**config.mk**
```make
export PLATFORM = sky130hd
export DESIGN_NAME = angle_pll_lock_sync_update
export DESIGN_NICKNAME = d
export VERILOG_FILES = /design/src/inc/angle_pll_pkg.sv /design/src/core/angle_pll_lock_sync_update.sv
export VERILOG_INCLUDE_DIRS = /design/src /design/src/inc
export SDC_FILE = /design/constraint.sdc
export NUM_CORES = 1
export LEC_CHECK = 0
export ABC_AREA = 1
export BUFFER_PORTS_ARGS = -buffer_cell sky130_fd_sc_hd__buf_2
export CAP_MARGIN = 15
export CORE_MARGIN = 4
export CORE_UTILIZATION = 40
export CTS_CLUSTER_DIAMETER = 200
export DETAILED_ROUTE_END_ITERATION = 7
export GPL_TIMING_DRIVEN = 0
export SLEW_MARGIN = 20
export SYNTH_ARGS = -nofsm -noshare
export SYNTH_HDL_FRONTEND = slang
export SYNTH_SLANG_ARGS = --single-unit
```
**constraint.sdc**
```tcl
create_clock -name pclk -period 4.6 [get_ports pclk]
set_input_delay 0.23 -clock pclk [delete_from_list [all_inputs] [get_ports pclk]]
set_output_delay 0.23 -clock pclk [all_outputs]
set_load 0.01 [all_outputs]
```
**src/inc/angle_pll_cfg.svh**
```systemverilog
// Register map, field layout and timing constants of the angle PLL lock and sync block
`ifndef ANGLE_PLL_CFG_SVH
`define ANGLE_PLL_CFG_SVH
`define OFF_CTRL        12'h000
`define OFF_STATUS      12'h004
`define OFF_TRIG_SYNC   12'h008
`define OFF_STATE_SYNC  12'h00c
`define OFF_CORR        12'h010
`define OFF_PULSE       12'h014
`define OFF_IRQ_STAT    12'h018
`define OFF_IRQ_MASK    12'h01c
`define BIT_EMERG       0
`define BIT_WRITE_SYNC_ENABLE        1
`define BIT_REQ         0
`define BIT_FLAG        1
`define BIT_INCOPT      2
`define SYN_LSB         0
`define SYN_MSB         5
`define OLD_LSB         8
`define OLD_MSB         13
`define AMT_LSB         16
`define AMT_MSB         31
`define PUL_T_LSB       0
`define PUL_T_MSB       15
`define PUL_S_LSB       16
`define PUL_S_MSB       31
`define GAP_RELOCK      3'h4
`define CORR_STEP_NS    10
`define CORR_STEP_CYC   ((`CORR_STEP_NS + 9) / 10)
`define IRQ_W           3
`define IRQ_DIR         0
`define IRQ_GAP         1
`define IRQ_DONE        2
`endif

```
**src/inc/angle_pll_pkg.sv**
```systemverilog
// Types shared by the angle PLL lock and sync block
`default_nettype none
package angle_pll_pkg;
  typedef enum logic [1:0] {
    CORR_IDLE = 2'b00,
    CORR_RUN  = 2'b01,
    CORR_DONE = 2'b10
  } corr_state_t;
  typedef logic [5:0]  syn_t;
  typedef logic [15:0] cnt_t;
endpackage
`default_nettype wire

```
**src/core/angle_pll_lock_sync_update.sv**
```systemverilog
// Lock flag, sync-number registers and fast pulse correction of the angle PLL
// Operation
// - In emergency mode a direction change clears the first lock flag.
// - After such a clear, the lock flag sets again after four missing-state gaps.
// - With write sync enabled, a sync write loads current and old fields from data.
// - Request bit clears when the fast correction completes; software may poll it.
// - With flag set and option clear, add pulse amount to stored pulses and targets.
// - Extra pulses appear on inc_pulse and the increment counter during correction.
//
// The address map and register access over APB were left to the implementer.
`include "angle_pll_cfg.svh"
`default_nettype none
module angle_pll_lock_sync_update (
  input  wire logic        pclk,
  input  wire logic        presetn,
  input  wire logic        psel,
  input  wire logic        penable,
  input  wire logic        pwrite,
  input  wire logic [11:0] paddr,
  input  wire logic [31:0] pwdata,
  output logic      [31:0] prdata,
  output logic             pready,
  output logic             pslverr,
  input  wire logic        dir_change,
  input  wire logic        missing_state,
  input  wire logic        input_event,
  output logic             first_lock_flag,
  output logic             inc_pulse,
  output logic [15:0]      inc_count,
  output logic             irq
);
  logic                     emergency_mode_select_q;
  logic                     write_sync_enable_q;
  angle_pll_pkg::syn_t      trig_syn_q, trig_old_q, state_syn_q, state_old_q;
  logic                     fast_correction_request_q;
  logic                     fast_correction_flag_q;
  logic                     increment_count_option_q;
  angle_pll_pkg::cnt_t      additional_pulse_amount_q;
  angle_pll_pkg::cnt_t      stored_trigger_pulses_q, stored_state_pulses_q;
  angle_pll_pkg::cnt_t      target_pulses_q, pending_add_q, remain_q;
  angle_pll_pkg::corr_state_t corr_q;
  logic [2:0]               gap_q;
  logic                     relock_q;
  logic [`IRQ_W-1:0]        irq_stat_q, irq_mask_q, irq_ev;
  logic                     wr, rd, corr_done;

  // Access phase strobes; slave answers with no wait state
  assign wr = psel && penable && pwrite;
  assign rd = psel && penable && !pwrite;

  function automatic logic hit(input logic [11:0] a, input logic [11:0] off);
    hit = (a == off);
  endfunction

  // Control bits
  always_ff @(posedge pclk or negedge presetn) begin
    if (!presetn) begin
      emergency_mode_select_q   <= 1'b0;
      write_sync_enable_q       <= 1'b0;
      fast_correction_flag_q    <= 1'b0;
      increment_count_option_q  <= 1'b0;
      additional_pulse_amount_q <= '0;
    end else if (wr && hit(paddr, `OFF_CTRL)) begin
      emergency_mode_select_q <= pwdata[`BIT_EMERG];
      write_sync_enable_q     <= pwdata[`BIT_WRITE_SYNC_ENABLE];
    end else if (wr && hit(paddr, `OFF_CORR)) begin
      fast_correction_flag_q    <= pwdata[`BIT_FLAG];
      increment_count_option_q  <= pwdata[`BIT_INCOPT];
      additional_pulse_amount_q <= pwdata[`AMT_MSB:`AMT_LSB];
    end
  end

  // Sync numbers: old field takes written bits, not the previous current value
  always_ff @(posedge pclk or negedge presetn) begin
    if (!presetn) begin
      trig_syn_q  <= '0;
      trig_old_q  <= '0;
      state_syn_q <= '0;
      state_old_q <= '0;
    end else if (wr && write_sync_enable_q) begin
      if (hit(paddr, `OFF_TRIG_SYNC)) begin
        trig_syn_q <= pwdata[`SYN_MSB:`SYN_LSB];
        trig_old_q <= pwdata[`OLD_MSB:`OLD_LSB];
      end
      if (hit(paddr, `OFF_STATE_SYNC)) begin
        state_syn_q <= pwdata[`SYN_MSB:`SYN_LSB];
        state_old_q <= pwdata[`OLD_MSB:`OLD_LSB];
      end
    end
  end

  // Lock flag: relock needs four gaps, two more than ideal; kept as built
  always_ff @(posedge pclk or negedge presetn) begin
    if (!presetn) begin
      first_lock_flag <= 1'b0;
      gap_q           <= '0;
      relock_q        <= 1'b0;
    end else if (emergency_mode_select_q && dir_change) begin
      first_lock_flag <= 1'b0;
      gap_q           <= '0;
      relock_q        <= 1'b1;
    end else if (relock_q && missing_state) begin
      if (gap_q + 3'h1 == `GAP_RELOCK) begin
        first_lock_flag <= 1'b1;
        relock_q        <= 1'b0;
        gap_q           <= '0;
      end else begin
        gap_q <= gap_q + 3'h1;
      end
    end else if (!relock_q && !emergency_mode_select_q) begin
      first_lock_flag <= 1'b1;
    end
  end

  // Fast correction: emits one extra pulse per cycle, then drops the request
  always_ff @(posedge pclk or negedge presetn) begin
    if (!presetn) begin
      corr_q                    <= angle_pll_pkg::CORR_IDLE;
      fast_correction_request_q <= 1'b0;
      remain_q                  <= '0;
      inc_pulse                 <= 1'b0;
      inc_count                 <= '0;
    end else begin
      inc_pulse <= 1'b0;
      unique case (corr_q)
        angle_pll_pkg::CORR_IDLE: begin
          if (wr && hit(paddr, `OFF_CORR) && pwdata[`BIT_REQ]) begin
            fast_correction_request_q <= 1'b1;
            remain_q <= pwdata[`AMT_MSB:`AMT_LSB];
            corr_q   <= angle_pll_pkg::CORR_RUN;
          end
        end
        angle_pll_pkg::CORR_RUN: begin
          if (remain_q == '0) begin
            corr_q <= angle_pll_pkg::CORR_DONE;
          end else begin
            inc_pulse <= 1'b1;
            inc_count <= inc_count + 16'h0001;
            remain_q  <= remain_q - 16'h0001;
          end
        end
        angle_pll_pkg::CORR_DONE: begin
          fast_correction_request_q <= 1'b0;
          corr_q <= angle_pll_pkg::CORR_IDLE;
        end
        default: corr_q <= angle_pll_pkg::CORR_IDLE;
      endcase
    end
  end

  assign corr_done = (corr_q == angle_pll_pkg::CORR_DONE);

  // Pulse bookkeeping: amount is held until the next input event, which applies it unless a pulse write lands in the same cycle
  always_ff @(posedge pclk or negedge presetn) begin
    if (!presetn) begin
      pending_add_q           <= '0;
      stored_trigger_pulses_q <= '0;
      stored_state_pulses_q   <= '0;
      target_pulses_q         <= '0;
    end else begin
      if (wr && hit(paddr, `OFF_PULSE)) begin
        stored_trigger_pulses_q <= pwdata[`PUL_T_MSB:`PUL_T_LSB];
        stored_state_pulses_q   <= pwdata[`PUL_S_MSB:`PUL_S_LSB];
      end else if (input_event) begin
        stored_trigger_pulses_q <= stored_trigger_pulses_q + pending_add_q;
        stored_state_pulses_q   <= stored_state_pulses_q + pending_add_q;
        target_pulses_q         <= target_pulses_q + pending_add_q;
      end
      if (corr_done && fast_correction_flag_q && !increment_count_option_q) begin
        pending_add_q <= remain_q + additional_pulse_amount_q;
      end else if (input_event) begin
        pending_add_q <= '0;
      end
    end
  end

  // Interrupt status: event set beats the read clear
  assign irq_ev = {corr_done, missing_state, emergency_mode_select_q && dir_change};
  always_ff @(posedge pclk or negedge presetn) begin
    if (!presetn) begin
      irq_stat_q <= '0;
      irq_mask_q <= '0;
      irq        <= 1'b0;
    end else begin
      if (rd && hit(paddr, `OFF_IRQ_STAT)) begin
        irq_stat_q <= irq_ev;
      end else begin
        irq_stat_q <= irq_stat_q | irq_ev;
      end
      if (wr && hit(paddr, `OFF_IRQ_MASK)) begin
        irq_mask_q <= pwdata[`IRQ_W-1:0];
      end
      irq <= |((irq_stat_q | irq_ev) & irq_mask_q);
    end
  end

  // APB read data and unmapped-address error, registered for the access phase
  always_ff @(posedge pclk or negedge presetn) begin
    if (!presetn) begin
      prdata  <= '0;
      pready  <= 1'b0;
      pslverr <= 1'b0;
    end else begin
      pready  <= psel && !penable;
      pslverr <= psel && !penable && (paddr > `OFF_IRQ_MASK || paddr[1:0] != 2'b00);
      prdata  <= '0;
      if (psel && !penable && !pwrite) begin
        unique case (paddr)
          `OFF_CTRL:       prdata <= {30'h0, write_sync_enable_q, emergency_mode_select_q};
          `OFF_STATUS:     prdata <= {target_pulses_q, 14'h0, relock_q, first_lock_flag};
          `OFF_TRIG_SYNC:  prdata <= {18'h0, trig_old_q, 2'h0, trig_syn_q};
          `OFF_STATE_SYNC: prdata <= {18'h0, state_old_q, 2'h0, state_syn_q};
          `OFF_CORR:       prdata <= {additional_pulse_amount_q, 13'h0,
                                      increment_count_option_q, fast_correction_flag_q,
                                      fast_correction_request_q};
          `OFF_PULSE:      prdata <= {stored_state_pulses_q, stored_trigger_pulses_q};
          // Event of the setup cycle is shown too, else the access-edge clear loses it
          `OFF_IRQ_STAT:   prdata <= {29'h0, irq_stat_q | irq_ev};
          `OFF_IRQ_MASK:   prdata <= {29'h0, irq_mask_q};
          default:         prdata <= '0;
        endcase
      end
    end
  end
endmodule
`default_nettype wire

```
==> results.yml, run 1 <==
timing:
  finalClockSkew_ns: 0.0140
  holdWs_ns: 0.0116
  max_slew_margin_pct: 52.8
  rsz0062_at_grt: "no"
  worstMarginPinSlew_ns: 0.707
  min_period_over_period_pct: 51.2
  maxSlewViolCount: 0
  max_freq_mhz: 425
  hold_violations: 0
  fin_crit_ns: 2.35
  setup_viol: 0
global_routing:
  overflow: 0
  track_usage_pct: 22.8
  grt_pass1_wl_um: 61500
  grt_max_degree: 84
  grt_pass1_vias: 11671
  antenna_found_initial: 0
placed_design:
  gp_congestion: 0.926
  io_buffers: 103
  post-dp-hpwl_um: 29800
yosys:
  yosysMostFrequentCell: "nand2_1"
  synth-seq-cells: 190
  synth_area_leaders: "dfrtp_1, nand2_1, nand3_1"
  avgSynthCellArea_um2: 6.82
  synth-edff-count: 0
  ys.flop_type: "dfrtp_1"
  syn_inst: 1846
  yosysUniqueCellTypes: 40
  synth_commonest_cells: "nand2_1, inv_1, nand3_1, dfrtp_1, nor2_1"
  netlist.area_leader.share_pct: 37.8
  yosysSeqAreaShare_pct: 37.8
  synthArstFlopShare_pct: 100
  syn-cell-area_mm2: 0.0126
  synth_largest_area_cell: "dfrtp_1"
  synth_nets: 1967
  ys.warnings.count: 0
route:
  first_pass_iters: 6
  routed_wl_um: 38100
  wl_per_cell_um: 16.0
  drtIter0Drc: 768
  dr_total_vias: 11938
  wirelength_met1_um: 17700
  routed_via_density: 5.02
  post-route-drc-count: 0
  route.met3.wl_um: 1910
  ant_nets: 0
  route.met2.wl_um: 17700
  dr.max_layer_used: "met4"
layout:
  layout-drive-gt1-share_pct: 9.98
  regArea_mm2: 0.00475
  nets: 2093
  antenna_cells: 0
  multi_input_area_mm2: 0.00660
  area_growth_pct: 13.1
  utilization_pct: 46.2
  fillers: 3199
cts:
  cts_tree: "done"
  cts_root_buf: "clkbuf_16"
  clkTransAtPathRegs_ns: 0.07
  cts.sinks: 190
  h-tree-depth: 4
  postCtsSetupBuffers: 0
  cts_made_buffers: 17
  cts_buffer_depth: 2
  post_cts_resized: 0
  cts_hold_buf: 2
  insertion_delay_ns: 0.45
critical_path:
  crit_chain: "dlygate4sd3_1 > buf_2 > nor2_1 > inv_1 > nor2_1 > nand3_1 > inv_1 > buf_4 > nand2_1 > inv_1"
  critPathMostFrequentCell: "inv_1"
  crit_fanout: 10
  crit_required_ns: 4.99
  crit_slowest_cell: "dlygate4sd3_1"
  crit_buf_inv: 6
  cp_data_arrival_time_ns: 2.74
  critPathKind: "input port to flop"
  slowest_delay_ns: 0.53
  end_kind: "flop"
  crit_family: "buffers and inverters"
  cp-start-kind: "input port"
power:
  sequentialPowerShare_pct: 49.1
  max-vdd-ir-drop_mv: 0.274
  p_sw_w: 0.00107
  p_clk_share_pct: 38.7
  powerDensity_mw_per_mm2: 264
  p_int_w: 0.00268
  p_leak_nw: 8.19
  switching_share_pct: 28.6
  comb_power_share_pct: 12.2
floorplan:
  rows: 64
  io_pins: 105
  fp.dieH_um: 185
  dieArea_mm2: 0.0344
  fp.dieW_um: 185
  core_area_mm2: 0.0308
  initial_core_util_pct: 40.8
worst_hold_path:
  min_path_type: "input port to flop"
status:
  status: "completed"
job:
  drv_cap: 0
## per-layer routing
layer,vias to the layer above,global-route usage (%)
met3,41,3.67
met1,5528,31.5
met5,-,0
met4,0,6.37
met2,302,37.2
li1,6067,-
## area by class of cell
class                   count  share of cell area (%)
plain buffers              47                    1.89
clock buffers              20                    3.14
clock inverters            11                   0.756
inverters                 256                    6.75
multi-input cells        1353                    46.4
flip-flops and latches    190                    33.4
well taps                 396                    3.48
repair buffers            107                    4.22
## placed cells by master (no fill, tap or decap), types with 13 or more instances in the layout
cell,netlist,routed
nand2_1,731,731
inv_1,248,248
nand3_1,199,199
dfrtp_1,190,190
buf_2,20,122
nor2_1,93,93
ha_1,65,65
o21ai_0,60,60
a21oi_1,45,45
nand4_1,23,23
nor3_1,21,21
xor2_1,21,21
o21ai_1,17,17
clkbuf_16,0,17
clkbuf_1,12,14
nand3b_1,14,14
xnor2_1,13,13
## flip-flops by register name (all words and copies together), names as in the netlist, 2 cells and up
name / cells
irq_stat_q: 3
trig_syn_q: 6
state_syn_q: 6
inc_count: 16
remain_q: 16
prdata: 32
stored_state_pulses_q: 16
stored_trigger_pulses_q: 16
target_pulses_q: 16
gap_q: 3
corr_q: 2
pending_add_q: 16
trig_old_q: 6
irq_mask_q: 3
additional_pulse_amount_q: 16
state_old_q: 6
## logic make-up after synthesis
group	count (synthesis)	synth area share, %
buffers and inverters	303	9.77
adder cells (fa/ha/maj)	69	7.10
flip-flops	190	37.8
XOR/XNOR	34	2.37
AO/OA/AOI/OAI	136	5.75
AND/OR/NAND/NOR	1114	37.2
## worst min-delay path, stage by stage
cell	delay (ns)
buf_2	0.09
inv_1	0.04
o21ai_0	0.06
## final timing paths
| path | cells past startpoint | end | start | slack, ns |
|---|---|---|---|---|
| worst min-delay path | 3 | irq_stat_q[1] | missing_state | 0.01 |
| min in group asynchronous | 2 | prdata[13] | presetn | 0.26 |
| worst min register to register | 2 | state_old_q[1] | state_old_q[1] | 0.49 |
| worst max register to register | 11 | pending_add_q[12] | remain_q[0] | 2.58 |
| max in group asynchronous | 4 | remain_q[9] | presetn | 3.23 |
| worst max-delay path | 10 | prdata[21] | penable | 2.25 |
## metrics by stage
step	setup WS [ns]	power (W)	instances	setup TNS, ns	area (um^2)
global route	2.12	0.00394	2380	0	14200
CTS	2.32	0.00380	2380	0	14200
floorplan	2.92	0.00214	1846	0	12600
finish	2.25	0.00375	2380	0	14200
global placement	-0.0914	0.00231	2345	-12.05	13600
detailed placement	2.39	0.00233	2347	0	13700
## power groups by stage
stage | logic [W] | clock network [W] | registers [W]
after floorplan | 0.000302 | 0 | 0.00184
after global placement | 0.000442 | 0 | 0.00187
after detailed placement | 0.000456 | 0 | 0.00187
after CTS | 0.000461 | 0.00150 | 0.00184
after global routing | 0.000525 | 0.00156 | 0.00185
final | 0.000460 | 0.00145 | 0.00184
Note: power is estimated with default switching activity, not from simulation.
==> inputs of run 2 (changes only) <==
clock period = 2.07 ns   (was 4.6 ns; I/O delays follow)
==> run 2 against run 1 <==
Final cell count is 1.5% higher; worst setup slack worse by 2.1 ns; flip-flop and latch count stayed put; non-clock buffer count is 36 higher; first-iteration DRC count is 1.2% lower; register-to-register slack worse by 2.4 ns; design area is 2.7% higher; core utilization is 1.2 points higher; largest cell class unchanged.
==> results.yml, run 2 (synthesized netlist as in run 1, its figures left out) <==
layout:
  final_cell_mix: "nand2_1, inv_1, nand3_1"
  antenna_cells: 0
  area_growth_pct: 16.1
  utilization_pct: 47.4
  nets: 2129
  regMostFlops: "prdata"
  layout_commonest_cell: "nand2_1"
  layout-drive-gt1-share_pct: 10.2
  largest_reg_flops: 32
worst_hold_path:
  min_path_type: "input port to flop"
power:
  comb_power_share_pct: 12.8
  switching_share_pct: 28.5
  p_total_w: 0.00839
  p_leak_nw: 8.34
  p_int_w: 0.00600
  p_sw_w: 0.00239
  p_clk_share_pct: 38.4
  max-vdd-ir-drop_mv: 0.607
  sequentialPowerShare_pct: 48.8
  powerDensity_mw_per_mm2: 574
timing:
  rsz0062_at_grt: "yes"
  min_period_over_period_pct: 92.7
  worstMarginPinSlew_ns: 0.692
  fin_ws_ns: 0.152
  hold_violations: 0
  maxSlewViolCount: 0
  finalClockSkew_ns: 0.0126
  setup_viol: 0
  fin_crit_ns: 1.92
  max_slew_margin_pct: 53.8
  max_freq_mhz: 521
  holdWs_ns: 0.0465
cts:
  cts_root_buf: "clkbuf_16"
  cts_tree: "done"
  cts_buffer_depth: 2
  cts_made_buffers: 17
  cts.sinks: 190
  h-tree-depth: 4
  clkTransAtPathRegs_ns: 0.07
  insertion_delay_ns: 0.45
placed_design:
  dp_slack_ns: -0.0138
  post-dp-hpwl_um: 29800
  io_buffers: 103
  gp_congestion: 0.926
critical_path:
  slowest_delay_ns: 0.43
  crit_buf_inv: 0
  crit_chain: "ha_1 > fa_1 > nand2_1 > nand3_1 > nand3_1 > nand2_1 > nand2_1 > nand3_1 > nand3_1 > nand2_1"
  critPathKind: "flop to flop"
  crit_family: "simple AND/OR/NAND/NOR gates"
  crit_required_ns: 2.41
  cp_data_arrival_time_ns: 2.26
  end_kind: "flop"
  cp-start-kind: "flop"
  crit_slowest_cell: "dfrtp_1"
  crit_fanout: 4
route:
  drtIter0Drc: 759
  first_pass_iters: 5
  ant_nets: 0
  routed_wl_um: 38400
  post-route-drc-count: 0
  wl_per_cell_um: 15.9
  routed_via_density: 5.01
  dr_total_vias: 12096
global_routing:
  track_usage_pct: 23.0
  overflow: 0
  grt_pass1_vias: 11827
  antenna_found_initial: 0
  grt_pass1_wl_um: 61900
  grt_max_degree: 84
status:
  status: "completed"
floorplan:
  rows: 64
  core_area_mm2: 0.0308
  dieArea_mm2: 0.0344
  initial_core_util_pct: 40.8
  fp.dieH_um: 185
  fp.dieW_um: 185
  io_pins: 105
job:
  drv_cap: 0
[run 2: worst paths after layout]
kind,depth (start not counted),startpoint,to,slack (ns)
worst max-delay path,10,pending_add_q[0],stored_trigger_pulses_q[14],0.15
worst min-delay path,3,pwrite,irq_stat_q[1],0.05
worst max register to register,10,pending_add_q[0],stored_trigger_pulses_q[14],0.15
worst min register to register,2,state_syn_q[4],state_syn_q[4],0.49
max in group asynchronous,4,presetn,additional_pulse_amount_q[11],0.81
min in group asynchronous,2,presetn,prdata[13],0.13
[run 2: what timing repair did]
action | 4_1_cts | 5_1_grt
buffers inserted | 0 | 1
hold buffers | 37 | 0
endpoints found under the setup margin | 0 | 11
gates resized for setup | 0 | 8
endpoints found under the hold margin | 170 | 0
[run 2: power groups by stage]
stage,clock network [W],registers [W],logic [W]
2_1_floorplan,0,0.00408,0.000670
3_3_place_gp,0,0.00416,0.000982
3_5_place_dp,0,0.00416,0.00101
4_1_cts,0.00332,0.00409,0.00107
5_1_grt,0.00347,0.00411,0.00122
6_report,0.00322,0.00410,0.00107
[run 2: final cells by class]
cell class,instances,area (um^2)
Multi-Input combinational cell,1353,6620
Clock inverter,11,108
Fill cell,3171,16200
Sequential cell,190,4760
Clock buffer,20,447
Tap cell,396,495
Inverter,256,961
Timing Repair Buffer,143,958
Buffer,47,269
[run 2: metrics by stage]
| step | setup TNS (ns) | instances | area [um^2] |
|---|---|---|---|
| CTS | 0 | 2415 | 14600 |
| global route | -0.00696 | 2416 | 14600 |
| finish | 0 | 2416 | 14600 |
| detailed placement | -0.0386 | 2347 | 13700 |
| floorplan | 0 | 1846 | 12600 |
| global placement | -468.72 | 2345 | 13600 |
[run 2: worst min-delay path, stage by stage]
cell,delay [ns]
buf_2,0.11
nor3_1,0.09
o21ai_0,0.15
[run 2: layer usage]
layer	share of wire [%]	GRT usage (%)	routed length (um)	vias to the layer above
li1	-	-	-	6129
met1	47	31.7	18000	5614
met2	47	37.5	17900	309
met3	4.3	3.57	1640	44
met4	2.2	6.55	856	0
met5	0	0	0	-
